--- src/rtl/pfrs_pkg.sv ---
/*
 * Shared constants and types for the pressure fault restart sequencer.
 * Assumes a single 125 MHz system clock; all settings arrive as plain ports.
 */
package pfrs_pkg;

	// time base
	localparam int unsigned CLK_PERIOD_NS = 8;
	localparam int unsigned SECOND_NS = 1000000000;
	localparam int unsigned CYC_PER_SEC = SECOND_NS / CLK_PERIOD_NS;
	localparam int unsigned SECS_PER_HOUR = 3600;

	// field widths
	localparam int TIME_W = 19;
	localparam int WAIT_W = 22;
	localparam int EXTRA_W = 20;
	localparam int CNT_W = 14;
	localparam int HOUR_W = 14;
	localparam int PRESS_W = 15;
	localparam int NUM_CAUSES = 3;

	// gain limits, integral and derivative in tenths
	localparam logic [3:0] KP_MAX = 4'ha;
	localparam logic [9:0] KI_MAX = 10'h3e8;
	localparam logic [9:0] KD_MAX = 10'h3e8;

	localparam logic [EXTRA_W-1:0] EXTRA_SAT = 20'hfffff;

	typedef enum logic [1:0] {
		ST_IDLE = 2'b00,
		ST_RUN = 2'b01,
		ST_WAIT = 2'b11,
		ST_LOCK = 2'b10
	} pfrs_state_t;

	typedef enum logic [1:0] {
		CAUSE_OVER = 2'h0,
		CAUSE_UNDER = 2'h1,
		CAUSE_POWER = 2'h2
	} pfrs_cause_t;

endpackage

--- src/rtl/pfrs_sequencer.sv ---
/*
 * Pressure fault restart sequencer: over-pressure trip, automatic restart
 * after over-pressure, under-pressure and power loss, restart counting,
 * lockout, and selection between ramp control and a PID loop.
 * Assumes all inputs synchronous to clock; under-pressure detection is
 * done upstream and arrives as a one-cycle trip pulse.
 */
`timescale 1ns/1ps

module pfrs_sequencer #(
	parameter int unsigned CYC_PER_SEC = pfrs_pkg::CYC_PER_SEC
) (
	// clock and reset
	input wire logic clock,
	input wire logic rst,
	// operator mode and commands
	input wire logic auto_mode,
	input wire logic run_cmd,
	input wire logic clear_counts,
	// plant side
	input wire logic power_ok,
	input wire logic [pfrs_pkg::PRESS_W-1:0] pressure,
	input wire logic under_trip,
	// over-pressure settings
	input wire logic [pfrs_pkg::PRESS_W-1:0] max_pressure,
	input wire logic over_shutdown_en,
	input wire logic [pfrs_pkg::TIME_W-1:0] over_ignore_s,
	input wire logic [pfrs_pkg::TIME_W-1:0] over_activation_s,
	input wire logic over_restart_en,
	input wire logic [pfrs_pkg::CNT_W-1:0] over_restart_max,
	input wire logic [pfrs_pkg::TIME_W-1:0] over_restart_delay_s,
	// under-pressure settings
	input wire logic under_restart_en,
	input wire logic [pfrs_pkg::CNT_W-1:0] under_restart_max,
	input wire logic under_type_pressure,
	input wire logic [pfrs_pkg::PRESS_W-1:0] under_recover_level,
	input wire logic [pfrs_pkg::TIME_W-1:0] under_restart_delay_s,
	input wire logic [pfrs_pkg::TIME_W-1:0] under_delay_incr_s,
	input wire logic pressure_ctrl_mode,
	// power-loss settings
	input wire logic power_restart_en,
	input wire logic [pfrs_pkg::CNT_W-1:0] power_restart_max,
	input wire logic [pfrs_pkg::TIME_W-1:0] power_restart_delay_s,
	input wire logic [pfrs_pkg::HOUR_W-1:0] clear_hours,
	// control method settings
	input wire logic pid_method,
	input wire logic speed_up_on_rise,
	input wire logic [pfrs_pkg::PRESS_W-1:0] target_pressure,
	input wire logic [3:0] pid_kp,
	input wire logic [9:0] pid_ki,
	input wire logic [9:0] pid_kd,
	// motor and status
	output logic motor_run,
	output logic restart_pending,
	output logic lockout,
	output logic [1:0] pending_cause,
	output logic [pfrs_pkg::CNT_W-1:0] over_count,
	output logic [pfrs_pkg::CNT_W-1:0] under_count,
	output logic [pfrs_pkg::CNT_W-1:0] power_count,
	// control method outputs
	output logic pid_enable,
	output logic ramp_enable,
	output logic [pfrs_pkg::PRESS_W-1:0] pid_setpoint,
	output logic [pfrs_pkg::PRESS_W-1:0] pid_process_var,
	output logic pid_speed_up,
	output logic [3:0] pid_kp_out,
	output logic [9:0] pid_ki_out,
	output logic [9:0] pid_kd_out
);

	pfrs_pkg::pfrs_state_t state_reg, state_next;
	pfrs_pkg::pfrs_cause_t cause_reg, cause_next, trip_cause;
	logic [31:0] tick_cnt_reg;
	logic tick;
	logic auto_q_reg;
	logic hand_to_auto;
	logic mode_change;
	logic [pfrs_pkg::TIME_W-1:0] run_secs_reg;
	logic [pfrs_pkg::TIME_W-1:0] over_secs_reg;
	logic [11:0] hour_secs_reg;
	logic [pfrs_pkg::HOUR_W-1:0] hours_reg;
	logic hours_clear;
	logic cnt_clear;
	logic [pfrs_pkg::WAIT_W-1:0] wait_reg;
	logic [pfrs_pkg::EXTRA_W-1:0] extra_reg;
	logic [pfrs_pkg::EXTRA_W:0] extra_sum;
	logic [pfrs_pkg::CNT_W-1:0] cnt_reg [pfrs_pkg::NUM_CAUSES];
	logic [pfrs_pkg::CNT_W-1:0] cnt_max [pfrs_pkg::NUM_CAUSES];
	logic over_cond;
	logic over_trip;
	logic trip;
	logic trip_en;
	logic load;
	logic [pfrs_pkg::WAIT_W-1:0] load_val;
	logic restart;
	logic ready;
	logic motor_run_reg;
	logic stop_hold_reg;

	localparam int WAIT_W = pfrs_pkg::WAIT_W;

	// one-second enable
	assign tick = (tick_cnt_reg == CYC_PER_SEC - 1);

	always_ff @(posedge clock or posedge rst)
	begin
		if (rst)
			tick_cnt_reg <= 32'h0;
		else if (tick)
			tick_cnt_reg <= 32'h0;
		else
			tick_cnt_reg <= tick_cnt_reg + 32'h1;
	end

	always_ff @(posedge clock or posedge rst)
	begin
		if (rst)
			auto_q_reg <= 1'b0;
		else
			auto_q_reg <= auto_mode;
	end

	assign hand_to_auto = auto_mode & ~auto_q_reg;
	assign mode_change = auto_mode ^ auto_q_reg;

	// run time since start and continuous over-pressure time, in seconds
	assign over_cond = pressure > max_pressure;

	always_ff @(posedge clock or posedge rst)
	begin
		if (rst)
		begin
			run_secs_reg <= '0;
			over_secs_reg <= '0;
		end
		else if (state_reg != pfrs_pkg::ST_RUN)
		begin
			run_secs_reg <= '0;
			over_secs_reg <= '0;
		end
		else
		begin
			if (tick && run_secs_reg != '1)
				run_secs_reg <= run_secs_reg + 1'b1;
			if (!over_cond)
				over_secs_reg <= '0;
			else if (tick && over_secs_reg != '1)
				over_secs_reg <= over_secs_reg + 1'b1;
		end
	end

	// gated, ignored at startup, then delayed
	assign over_trip = auto_mode && over_shutdown_en && over_cond &&
		(run_secs_reg >= over_ignore_s) && (over_secs_reg > over_activation_s);

	always_ff @(posedge clock or posedge rst)
	begin
		if (rst)
		begin
			hour_secs_reg <= 12'h0;
			hours_reg <= '0;
		end
		else if (state_reg != pfrs_pkg::ST_RUN || hours_clear)
		begin
			hour_secs_reg <= 12'h0;
			hours_reg <= '0;
		end
		else if (tick)
		begin
			if (hour_secs_reg == 12'(pfrs_pkg::SECS_PER_HOUR - 1))
			begin
				hour_secs_reg <= 12'h0;
				hours_reg <= hours_reg + 1'b1;
			end
			else
				hour_secs_reg <= hour_secs_reg + 12'h1;
		end
	end

	assign hours_clear = (state_reg == pfrs_pkg::ST_RUN) && (clear_hours != '0) &&
		(hours_reg >= clear_hours);

	assign cnt_clear = hand_to_auto || clear_counts || hours_clear;

	assign cnt_max[pfrs_pkg::CAUSE_OVER] = over_restart_max;
	assign cnt_max[pfrs_pkg::CAUSE_UNDER] = under_restart_max;
	assign cnt_max[pfrs_pkg::CAUSE_POWER] = power_restart_max;

	// a restart in the clearing cycle still counts
	for (genvar i = 0; i < pfrs_pkg::NUM_CAUSES; i++)
	begin : g_cnt
		always_ff @(posedge clock or posedge rst)
		begin
			if (rst)
				cnt_reg[i] <= '0;
			else if (cnt_clear)
				cnt_reg[i] <= (restart && cause_reg == 2'(i)) ? 14'h1 : 14'h0;
			else if (restart && cause_reg == 2'(i) && cnt_reg[i] != '1)
				cnt_reg[i] <= cnt_reg[i] + 1'b1;
		end
	end

	always_comb
	begin
		ready = (wait_reg == '0);
		if (cause_reg == pfrs_pkg::CAUSE_UNDER && under_type_pressure)
			ready = pressure >= under_recover_level;
	end

	// trip source, priority power, over, under, operator stop
	always_comb
	begin
		trip = 1'b0;
		trip_en = 1'b0;
		trip_cause = pfrs_pkg::CAUSE_OVER;
		// power loss restarts only when enabled
		if (!power_ok)
		begin
			trip = 1'b1;
			trip_cause = pfrs_pkg::CAUSE_POWER;
			trip_en = power_restart_en;
		end
		else if (over_trip)
		begin
			trip = 1'b1;
			trip_cause = pfrs_pkg::CAUSE_OVER;
			trip_en = over_restart_en;
		end
		else if (under_trip)
		begin
			trip = 1'b1;
			trip_cause = pfrs_pkg::CAUSE_UNDER;
			trip_en = under_restart_en && pressure_ctrl_mode;
		end
	end

	always_comb
	begin
		state_next = state_reg;
		cause_next = cause_reg;
		load = 1'b0;
		load_val = '0;
		restart = 1'b0;
		case (state_reg)
			pfrs_pkg::ST_IDLE:
			begin
				if (run_cmd && power_ok && !stop_hold_reg)
					state_next = pfrs_pkg::ST_RUN;
			end
			pfrs_pkg::ST_RUN:
			begin
				if (trip)
				begin
					cause_next = trip_cause;
					if (!auto_mode || !trip_en)
						state_next = pfrs_pkg::ST_IDLE;
					else if (cnt_reg[trip_cause] >= cnt_max[trip_cause])
						state_next = pfrs_pkg::ST_LOCK;
					else
					begin
						state_next = pfrs_pkg::ST_WAIT;
						load = 1'b1;
					end
				end
				else if (!run_cmd)
					state_next = pfrs_pkg::ST_IDLE;
			end
			pfrs_pkg::ST_WAIT:
			begin
				if (!auto_mode)
					state_next = pfrs_pkg::ST_IDLE;
				else if (ready && power_ok)
				begin
					state_next = pfrs_pkg::ST_RUN;
					restart = 1'b1;
				end
			end
			pfrs_pkg::ST_LOCK:
			begin
				// held until mode change or clear
				if (mode_change || clear_counts)
					state_next = pfrs_pkg::ST_IDLE;
			end
			default:
				state_next = pfrs_pkg::ST_IDLE;
		endcase
		case (trip_cause)
			pfrs_pkg::CAUSE_OVER:
				load_val = WAIT_W'(over_restart_delay_s);
			pfrs_pkg::CAUSE_POWER:
				load_val = WAIT_W'(power_restart_delay_s);
			default:
				load_val = WAIT_W'(under_restart_delay_s) + WAIT_W'(extra_reg) +
					WAIT_W'(under_delay_incr_s);
		endcase
	end

	always_ff @(posedge clock or posedge rst)
	begin
		if (rst)
		begin
			state_reg <= pfrs_pkg::ST_IDLE;
			cause_reg <= pfrs_pkg::CAUSE_OVER;
			motor_run_reg <= 1'b0;
		end
		else
		begin
			state_reg <= state_next;
			cause_reg <= cause_next;
			motor_run_reg <= (state_next == pfrs_pkg::ST_RUN);
		end
	end

	// unrestarted trip stays stopped
	// level run_cmd would otherwise restart at once
	always_ff @(posedge clock or posedge rst)
	begin
		if (rst)
			stop_hold_reg <= 1'b0;
		else if (state_reg == pfrs_pkg::ST_RUN && trip && (!auto_mode || !trip_en))
			stop_hold_reg <= 1'b1;
		else if (!run_cmd)
			stop_hold_reg <= 1'b0;
	end

	// restart wait timer, seconds
	always_ff @(posedge clock or posedge rst)
	begin
		if (rst)
			wait_reg <= '0;
		else if (load)
			wait_reg <= load_val;
		else if (state_reg != pfrs_pkg::ST_WAIT)
			wait_reg <= '0;
		else if (tick && wait_reg != '0)
			wait_reg <= wait_reg - 1'b1;
	end

	// accumulated increment, saturating to avoid wrap to short waits
	assign extra_sum = {1'b0, extra_reg} + (pfrs_pkg::EXTRA_W + 1)'(under_delay_incr_s);

	always_ff @(posedge clock or posedge rst)
	begin
		if (rst)
			extra_reg <= '0;
		else if (cnt_clear)
			extra_reg <= '0;
		else if (restart && cause_reg == pfrs_pkg::CAUSE_UNDER && !under_type_pressure)
			extra_reg <= extra_sum[pfrs_pkg::EXTRA_W] ? pfrs_pkg::EXTRA_SAT :
				extra_sum[pfrs_pkg::EXTRA_W-1:0];
	end

	// control method routing and gain limits
	always_ff @(posedge clock or posedge rst)
	begin
		if (rst)
		begin
			pid_enable <= 1'b0;
			ramp_enable <= 1'b1;
			pid_setpoint <= '0;
			pid_process_var <= '0;
			pid_speed_up <= 1'b1;
			pid_kp_out <= 4'h0;
			pid_ki_out <= 10'h0;
			pid_kd_out <= 10'h0;
		end
		else
		begin
			pid_enable <= pid_method;
			ramp_enable <= ~pid_method;
			pid_setpoint <= target_pressure;
			pid_process_var <= pressure;
			pid_speed_up <= speed_up_on_rise;
			pid_kp_out <= (pid_kp > pfrs_pkg::KP_MAX) ? pfrs_pkg::KP_MAX : pid_kp;
			pid_ki_out <= (pid_ki > pfrs_pkg::KI_MAX) ? pfrs_pkg::KI_MAX : pid_ki;
			pid_kd_out <= (pid_kd > pfrs_pkg::KD_MAX) ? pfrs_pkg::KD_MAX : pid_kd;
		end
	end

	assign motor_run = motor_run_reg;
	assign restart_pending = (state_reg == pfrs_pkg::ST_WAIT);
	assign lockout = (state_reg == pfrs_pkg::ST_LOCK);
	assign pending_cause = cause_reg;
	assign over_count = cnt_reg[pfrs_pkg::CAUSE_OVER];
	assign under_count = cnt_reg[pfrs_pkg::CAUSE_UNDER];
	assign power_count = cnt_reg[pfrs_pkg::CAUSE_POWER];

endmodule

--- config.mk ---
export PLATFORM = sky130hd
export DESIGN_NAME = pfrs_sequencer
export DESIGN_NICKNAME = d
export VERILOG_FILES = /design/src/rtl/pfrs_pkg.sv /design/src/rtl/pfrs_sequencer.sv
export SDC_FILE = /design/constraint.sdc
export NUM_CORES = 1
export LEC_CHECK = 0
export BUFFER_PORTS_ARGS = -buffer_cell sky130_fd_sc_hd__clkbuf_2
export CAP_MARGIN = 20
export CORE_ASPECT_RATIO = 1.1
export CORE_MARGIN = 2
export CORE_UTILIZATION = 40
export DETAILED_ROUTE_END_ITERATION = 7
export PLACE_DENSITY = 0.65
export SLEW_MARGIN = 10
export SYNTH_ARGS = -nofsm -noshare
export SYNTH_HDL_FRONTEND = slang
export SYNTH_SLANG_ARGS = --single-unit
--- constraint.sdc ---
create_clock -name clock -period 18 [get_ports clock]
set_input_delay 2.7 -clock clock [delete_from_list [all_inputs] [get_ports clock]]
set_output_delay 2.7 -clock clock [all_outputs]
set_load 0.1 [all_outputs]
== Word level (Yosys, flattened, before mapping) ==
Cells that the tools add are included.
Word-level totals
  bits in registers: 244
  input bits: 269
  output and inout port bits: 104
  word-level logic and storage cells: 181
Cells by class
  add/subtract/negate cells: 12
  order comparisons: 10
  equal/unequal tests: 18
  mux-type cells: 65
  bitwise logic cells: 5
  reductions and logical operators: 48
Operator list (count)
  $mux W14: 13
  $mux W19: 5
  $mux W22: 3
  $mux W20: 3
  $add A14 B1 Y14 const B: 4
  $bmux W14 S2: 2
  $pmux W22 S2: 1
  $ne A14 B14 Y1 const B: 3
  $add A19 B1 Y19 const B: 2
  $ne A19 B19 Y1 const B: 2
  $mux W12: 3
  $add A32 B1 Y32 const B: 1
  $eq A32 B27 Y1 const B: 1
  $mux W32: 1
  $ge A14 B14 Y1: 2
  $logic_and A1 B1 Y1: 23
  $add A21 B19 Y22: 1
  $logic_not A22 Y1: 1
  $mux W1: 22
  $reduce_bool A22 Y1: 1
  $sub A22 B1 Y22 const B: 1
  $add A19 B20 Y21: 1
  $add A20 B19 Y21: 1
  $gt A10 B10 Y1 const B: 2
  28 further kinds: 59

== Logic depth before layout (Yosys ltp) ==
Gate-level depths: netlist of run 1.
  depth after elaboration: 16
  mapped depth: 24
  mapped depth without buffers: 21

== Worst setup path before layout of run 1 ==
OpenSTA, ideal clock, no wires.
  path kind: input to register
  from: in over_ignore_s[4] (netlist name)
  to: reg wait_reg[15] (netlist name)
  arrival: 6724 ps
  required time: 17905 ps
  slack: 11180 ps
  cell stages on the path: 23
  path buffers: 3
  cells stage by stage: inv_1 > ha_1 > a21o_1 > a211o_1 > a41oi_1 > o21ai_0 > a221oi_1 > o21ai_1 > clkbuf_1 > buf_2 > mux2i_1 > nand2_1 > o21ai_0 > ha_1 > a2111oi_0 > o21ai_1 > a21oi_1 > a21oi_1 > nor4_1 > a21oi_1 > clkbuf_1 > a211o_1 > o31ai_1
On the way
  longest elaborated chain between the ends: 15
  elaborated cells between the ends (all ways): 28
Ends and longest elaborated chain
  start, declared: line pfrs_sequencer.sv:27  | input wire logic [pfrs_pkg::TIME_W-1:0] over_ignore_s,
  $ge A19 B19 Y1 *: line pfrs_sequencer.sv:154  | (run_secs_reg >= over_ignore_s) && (over_secs_reg > over_activation_s);
  $logic_and A1 B1 Y1 *: line pfrs_sequencer.sv:153  | assign over_trip = auto_mode && over_shutdown_en && over_cond &&
  $logic_and A1 B1 Y1 *: line pfrs_sequencer.sv:154
  $mux W1: line pfrs_sequencer.sv:223  | else if (over_trip)
  $mux W2: line pfrs_sequencer.sv:217  | if (!power_ok)
  $not A2 Y3 (not written as such): line pfrs_sequencer.sv:257  | else if (cnt_reg[trip_cause] >= cnt_max[trip_cause])
  $bmux W14 S2: line pfrs_sequencer.sv:257
  $mux W14 (not written as such) (2 in series): line pfrs_sequencer.sv:257
  $ge A14 B14 Y1: line pfrs_sequencer.sv:257
  $mux W1: line pfrs_sequencer.sv:257
  $mux W1: line pfrs_sequencer.sv:255  | if (!auto_mode || !trip_en)
  $mux W1: line pfrs_sequencer.sv:252  | if (trip)
  $mux W1: line pfrs_sequencer.sv:244  | case (state_reg)
  $reduce_bool A3 Y1 (no source line) / $mux W22 (equally long branches)
  end signal, assigned: line pfrs_sequencer.sv:332  | wait_reg <= load_val;
  end signal, assigned: line pfrs_sequencer.sv:336  | wait_reg <= wait_reg - 1'b1;
  end, declared: line pfrs_sequencer.sv:84  | logic [pfrs_pkg::WAIT_W-1:0] wait_reg;
Mark *: on every way between the ends. The rest lies on a longest branch, timed or not. The select of a mux whose other input is x is not followed.
A chain may end at the register's enable or synchronous reset.

== Worst setup path after layout of run 1 ==
  from: in pressure[8] (netlist name)
  to: reg wait_reg[18] (netlist name)
On the way
  longest elaborated chain between the ends: 16
  elaborated cells between the ends (all ways): 29
Ends and longest elaborated chain
  start, declared: line pfrs_sequencer.sv:22  | input wire logic [pfrs_pkg::PRESS_W-1:0] pressure,
  $gt A15 B15 Y1 *: line pfrs_sequencer.sv:127  | assign over_cond = pressure > max_pressure;
  $logic_and A1 B1 Y1 * (2 in series): line pfrs_sequencer.sv:153
  $logic_and A1 B1 Y1 *: line pfrs_sequencer.sv:154
  $mux W1: line pfrs_sequencer.sv:223
  $mux W2: line pfrs_sequencer.sv:217
  $not A2 Y3 (not written as such): line pfrs_sequencer.sv:257
  $bmux W14 S2: line pfrs_sequencer.sv:257
  $mux W14 (not written as such) (2 in series): line pfrs_sequencer.sv:257
  $ge A14 B14 Y1: line pfrs_sequencer.sv:257
  $mux W1: line pfrs_sequencer.sv:257
  $mux W1: line pfrs_sequencer.sv:255
  $mux W1: line pfrs_sequencer.sv:252
  $mux W1: line pfrs_sequencer.sv:244
  $reduce_bool A3 Y1 (no source line) / $mux W22 (equally long branches)
Marked as above.

==> impl_metrics.ini, run 1 <==
[status]
status = completed

[synth]
syn_inst = 1843
synth_edf_count = 0
async_flop_share = 1.00
synth_top_family_by_area = simple AND/OR/NAND/NOR gates
syn_avg_cell_area_um2 = 9.03
synthesis.nets = 2277
ys_seq_area_frac = 0.367
synth_compound_area_frac = 0.144
yosys.area_share.simple = 0.211
synth_mux_area_frac = 0.0308
synth_ff_type = dfrtp_1
synth_warnings = 0
synth_xor_area_frac = 0.0669
synth_area_leaders = dfrtp_1 36%, ha_1 11%, nor2_1 4.2%
netlist_area_mm2 = 0.0166
ys_ff_latch = 244
yosysTopAreaCellShare = 0.364
yosysTopAreaCell = dfrtp_1
synth_cell_types = 86
synth_fa_ha_area_frac = 0.134

[layout]
syn2layout_area_growth_pct = 20.4
seqCellArea_mm2 = 0.00611
fillers = 4021
multiInputGateArea_mm2 = 0.00979
final_cell_mix = 371 x clkbuf_2, 242 x dfrtp_1, 187 x nor2_1
drive_gt1_frac = 0.214
fin_cells = 2775
nets = 2626
largest_reg_flops = 32
mostFrequentLayoutCell = clkbuf_2

[drt]
ant_nets = 0
drc = 0
avgRoutedWirePerCell_um = 17.4
viasPerCell = 5.37
drt_iter0_markers = 851
first_pass_iters = 6
routed-via-count = 14900
routed_wl_mm = 48.3

[clock_tree]
cts_tree = yes
clk_latency_ns = 0.58
cts_buffer_depth = 3
ctsHtreeMaxLevel = 1
path_clk_slew_ns = 0.06
cts.sinks = 244
postCtsResizedCells = 0
root_buffer = clkbuf_16
postCtsHoldBufs = 0
cts_made_buffers = 29
postCtsSetupBuffers = 0

[pwr]
intPower_uw = 999
p_total_mw = 1.46
p_comb_frac = 0.203
vdd_drop_max_uv = 72.3
power.switching_uw = 461
p_leak_nw = 9.91
powerDensity_mw_per_mm2 = 72.9
clkPwrFrac = 0.406
share_seq_of_total_power = 0.391
p_sw_frac = 0.316

[timing]
slew_headroom = 0.299
drv_slew = 0
setup_viol = 0
period_needed_ns = 8.18
fmax_ghz = 0.122
rsz0062_at_grt = false
finalClockSkew_ns = 0.0155
period_share = 0.455
tightest_slew_ns = 1.05
fin_tns_setup_ns = 0
hold_viol = 0

[floorplanning]
dieArea_mm2 = 0.0432
fp-row-count = 78
core_area_mm2 = 0.0412
start_util = 0.404
io_pins = 373
fp.dieH_um = 218
die-width_um = 198

[global_routing]
globalRouteTotalUtil = 0.219
antenna_found_initial = 5
globalRouteOverflowTotal = 0
grt_pass1_wl_mm = 75.9
grt_start_max_net_pins = 103
grt_pass1_vias = 14700

[placement]
hpwl_mm = 36.9
dp_cells = 2720
place.gp.congestion = 0.942
io_buffers = 372

[worst_hold_path]
whs_endpoint = tick_cnt_reg[4]
min_from = tick_cnt_reg[4]
hold_class = flop to flop
hold_depth = 1

[setup_path]
reg2reg_from = run_secs_reg[14]
path_class = primary input to flop
critPathArrivalTime_ns = 8.63
ff2ff_setup_slack_ns = 11.63
reg2reg_to = wait_reg[18]
rr_worst_depth = 21
crit_fanout = 35
worstSetupStartpointType = primary input
cp.required_ns = 18.45
endpoint_kind = flop

[flow_run]
cap_violations = 0
## layer usage
metal,track usage,share of wire
met4,0.0547,0.023
met5,0,0.0012
met1,0.268,0.42
met3,0.0458,0.065
met2,0.391,0.50
## how the worst max path moves through the flow
stage	startpoint	to	slack (ns)
floorplan	rst	auto_q_reg	8.60
global placement	over_ignore_s[15]	wait_reg[18]	9.36
detailed placement	over_ignore_s[15]	wait_reg[18]	9.23
CTS	over_ignore_s[15]	wait_reg[18]	9.80
global route	over_activation_s[9]	wait_reg[18]	9.21
finish	pressure[8]	wait_reg[18]	9.82
## through the flow
step                      worst slack, ns  hold slack [ns]   util  area, um^2
after floorplan                      8.60            0.433      -       16600
after global placement               9.36            0.457  0.462       19000
after detailed placement             9.23            0.461  0.462       19000
after CTS                            9.80            0.469  0.486       20000
after global routing                 9.21            0.494  0.486       20000
final                                9.82            0.465  0.486       20000
## Yosys cell counts, drive strengths merged, types with 29 or more instances
library cell / number
dfrtp: 242
nor2: 189
ha: 144
nand2: 139
inv: 131
a21oi: 116
o21ai: 113
nand3: 74
xor2: 69
xnor2: 58
clkbuf: 51
mux2i: 49
nand4: 49
and3: 46
nor3: 29
## critical path: stages
cell,delay (ns)
clkbuf_2,0.11
ha_1,0.31
a21oi_1,0.07
o21ai_0,0.25
a221oi_1,0.13
a21oi_1,0.28
o2111ai_1,0.39
o21ai_4,0.73
buf_4,0.62
mux2i_1,0.27
a21oi_1,0.09
ha_1,0.35
a21o_1,0.12
a21oi_1,0.06
o21ai_1,0.28
a21oi_1,0.07
a21oi_1,0.40
nor4_1,0.13
a21oi_2,0.79
a21boi_0,0.21
o22a_1,0.23
## power by group through the flow
stage / clock network, mW / logic [mW] / registers, mW
CTS: 0.609 / 0.297 / 0.571
global route: 0.631 / 0.323 / 0.573
floorplan: 0 / 0.139 / 0.645
global placement: 0 / 0.292 / 0.581
detailed placement: 0 / 0.296 / 0.581
finish: 0.593 / 0.296 / 0.571
## final cells by class
type / count / area share
diodes: 2 / 0.000250
repair buffers: 384 / 0.0986
flip-flops and latches: 244 / 0.305
clock inverters: 13 / 0.00675
multi-input cells: 1402 / 0.489
inverters: 131 / 0.0249
well taps: 560 / 0.0350
clock buffers: 39 / 0.0406
## cell families (layout without fill, tap and decap cells)
family | after synthesis | count (layout)
other | 0 | 2
buffers and inverters | 197 | 567
DFF | 244 | 244
and+or+nand+nor | 680 | 680
xor gates and xnor gates | 127 | 127
AOI/OAI and AO/OA | 379 | 379
adders and majority gates | 165 | 165
muxes | 51 | 51
Power figures use the tool's default switching activity.
==> inputs of run 2 (changes only) <==
clock period = 8 ns   (was 18 ns; I/O delays follow)
==> run 2 against run 1 <==
Utilization rose by 0.24 points. Sequential power rose by 130%. Flip-flop and latch count did not move.
==> impl_metrics.ini, run 2 (same netlist as run 1, synthesis figures left out) <==
[drt]
ant_nets = 0
routed_wl_mm = 48.5
first_pass_iters = 5
routed-via-count = 15000
drt_iter0_markers = 837
drc = 0
avgRoutedWirePerCell_um = 17.5
viasPerCell = 5.38

[placement]
hpwl_mm = 36.8
place.gp.congestion = 0.902
io_buffers = 372

[status]
status = completed

[clock_tree]
cts_buffer_depth = 3
root_buffer = clkbuf_16
postCtsHoldBufs = 0
path_clk_slew_ns = 0.06
ctsHtreeMaxLevel = 1
cts.sinks = 244
postCtsSetupBuffers = 0
cts_made_buffers = 29
postCtsResizedCells = 0
clk_latency_ns = 0.57
cts_tree = yes

[timing]
period_needed_ns = 5.96
rsz0062_at_grt = false
fmax_ghz = 0.168
fin_tns_setup_ns = 0
finalClockSkew_ns = 0.0155
holdWs_ns = 0.462
slew_headroom = 0.320
period_share = 0.745
hold_viol = 0
drv_slew = 0
setup_viol = 0
tightest_slew_ns = 1.02

[layout]
nets = 2627
drive_gt1_frac = 0.216
final_cell_mix = 371 x clkbuf_2, 242 x dfrtp_1, 187 x nor2_1
largest_reg_flops = 32
mostFrequentLayoutCell = clkbuf_2
syn2layout_area_growth_pct = 21.0

[pwr]
vdd_drop_max_uv = 145
p_leak_nw = 9.96
powerDensity_mw_per_mm2 = 170

[setup_path]
cp.required_ns = 8.42
worstPathCellList = clkbuf_2 -> inv_1 -> ha_1 -> nand4_1 -> a211oi_1 -> a2111oi_0 -> o211ai_1 -> o2111ai_1 -> o21ai_4 -> buf_4 -> mux2i_1 -> a21oi_1 -> ha_1 -> a21o_1 -> a21oi_1 -> o21ai_1 -> a21oi_1 -> a21oi_1 -> nor2_1 -> a21oi_2 -> buf_4 -> a211o_1 -> o31ai_1
cp_slowest_cell = a21oi_2
crit_fanout = 20
crit_top_cell = a21oi_1
slowest_delay_ns = 0.62
worstSetupStartpointType = primary input
endpoint_kind = flop
path_class = primary input to flop
critPathArrivalTime_ns = 6.38
ff2ff_setup_slack_ns = 2.34

[global_routing]
grt_start_max_net_pins = 157
globalRouteTotalUtil = 0.223
globalRouteOverflowTotal = 0
grt_pass1_vias = 15000
antenna_found_initial = 4
grt_pass1_wl_mm = 77.4

[worst_hold_path]
hold_class = flop to flop

[floorplanning]
dieArea_mm2 = 0.0432
fp.dieH_um = 218
io_pins = 373
fp-row-count = 78
core_area_mm2 = 0.0412
start_util = 0.404
die-width_um = 198

[flow_run]
cap_violations = 0
-- run 2: cell type report --
type,instances,area (um^2)
Clock inverter,16,240
Timing Repair Buffer,385,1970
Multi-Input combinational cell,1402,9790
Tap cell,560,701
Clock buffer,38,810
Inverter,131,499
Sequential cell,244,6110
Fill cell,3975,21100
Antenna cell,1,2.50
-- run 2: routing by layer --
layer  wire length [um]  up-vias  track usage
met5                 44        -            0
met1              20300     7205        0.276
li1                   -     7240            -
met3               2920       98       0.0428
met2              23900      404        0.390
met4               1340        6       0.0689
-- run 2: critical path, delay by kind of cell --
kind | cells | cell delay [ns]
multiplexers | 1 | 0.24
adder cells (fa/ha/maj) | 2 | 0.65
buffers and inverters | 4 | 0.82
AND/OR/NAND/NOR | 2 | 0.28
AO/OA/AOI/OAI | 14 | 3.15
-- run 2: power by group --
group	switching [mW]	leakage (nW)	internal [mW]
Clock	0.565	0.519	0.904
Combinational	0.457	6.19	0.209
Sequential	0.0259	3.25	1.26
Total	1.05	9.96	2.37
-- run 2: path summary, 6_finish.rpt --
kind,start,end,cells after the start
worst max-delay path,over_activation_s[9],wait_reg[15],23
worst min-delay path,tick_cnt_reg[31],tick_cnt_reg[31],1
worst max register to register,over_secs_reg[7],wait_reg[15],21
worst min register to register,tick_cnt_reg[31],tick_cnt_reg[31],1
max in group asynchronous,rst,tick_cnt_reg[14],3
min in group asynchronous,rst,over_count[7],2
-- run 2: stage by stage --
stage / cell area [um^2] / setup slack, ns / instances / total power [mW] / utilization
floorplan: 16600 / 0.102 / 1843 / 1.76 / -
global placement: 19100 / 1.58 / 2722 / 1.97 / 0.463
detailed placement: 19100 / 1.49 / 2722 / 1.98 / 0.463
CTS: 20100 / 2.06 / 2776 / 3.47 / 0.489
global route: 20100 / 1.60 / 2776 / 3.57 / 0.489
finish: 20100 / 2.04 / 2777 / 3.42 / 0.489
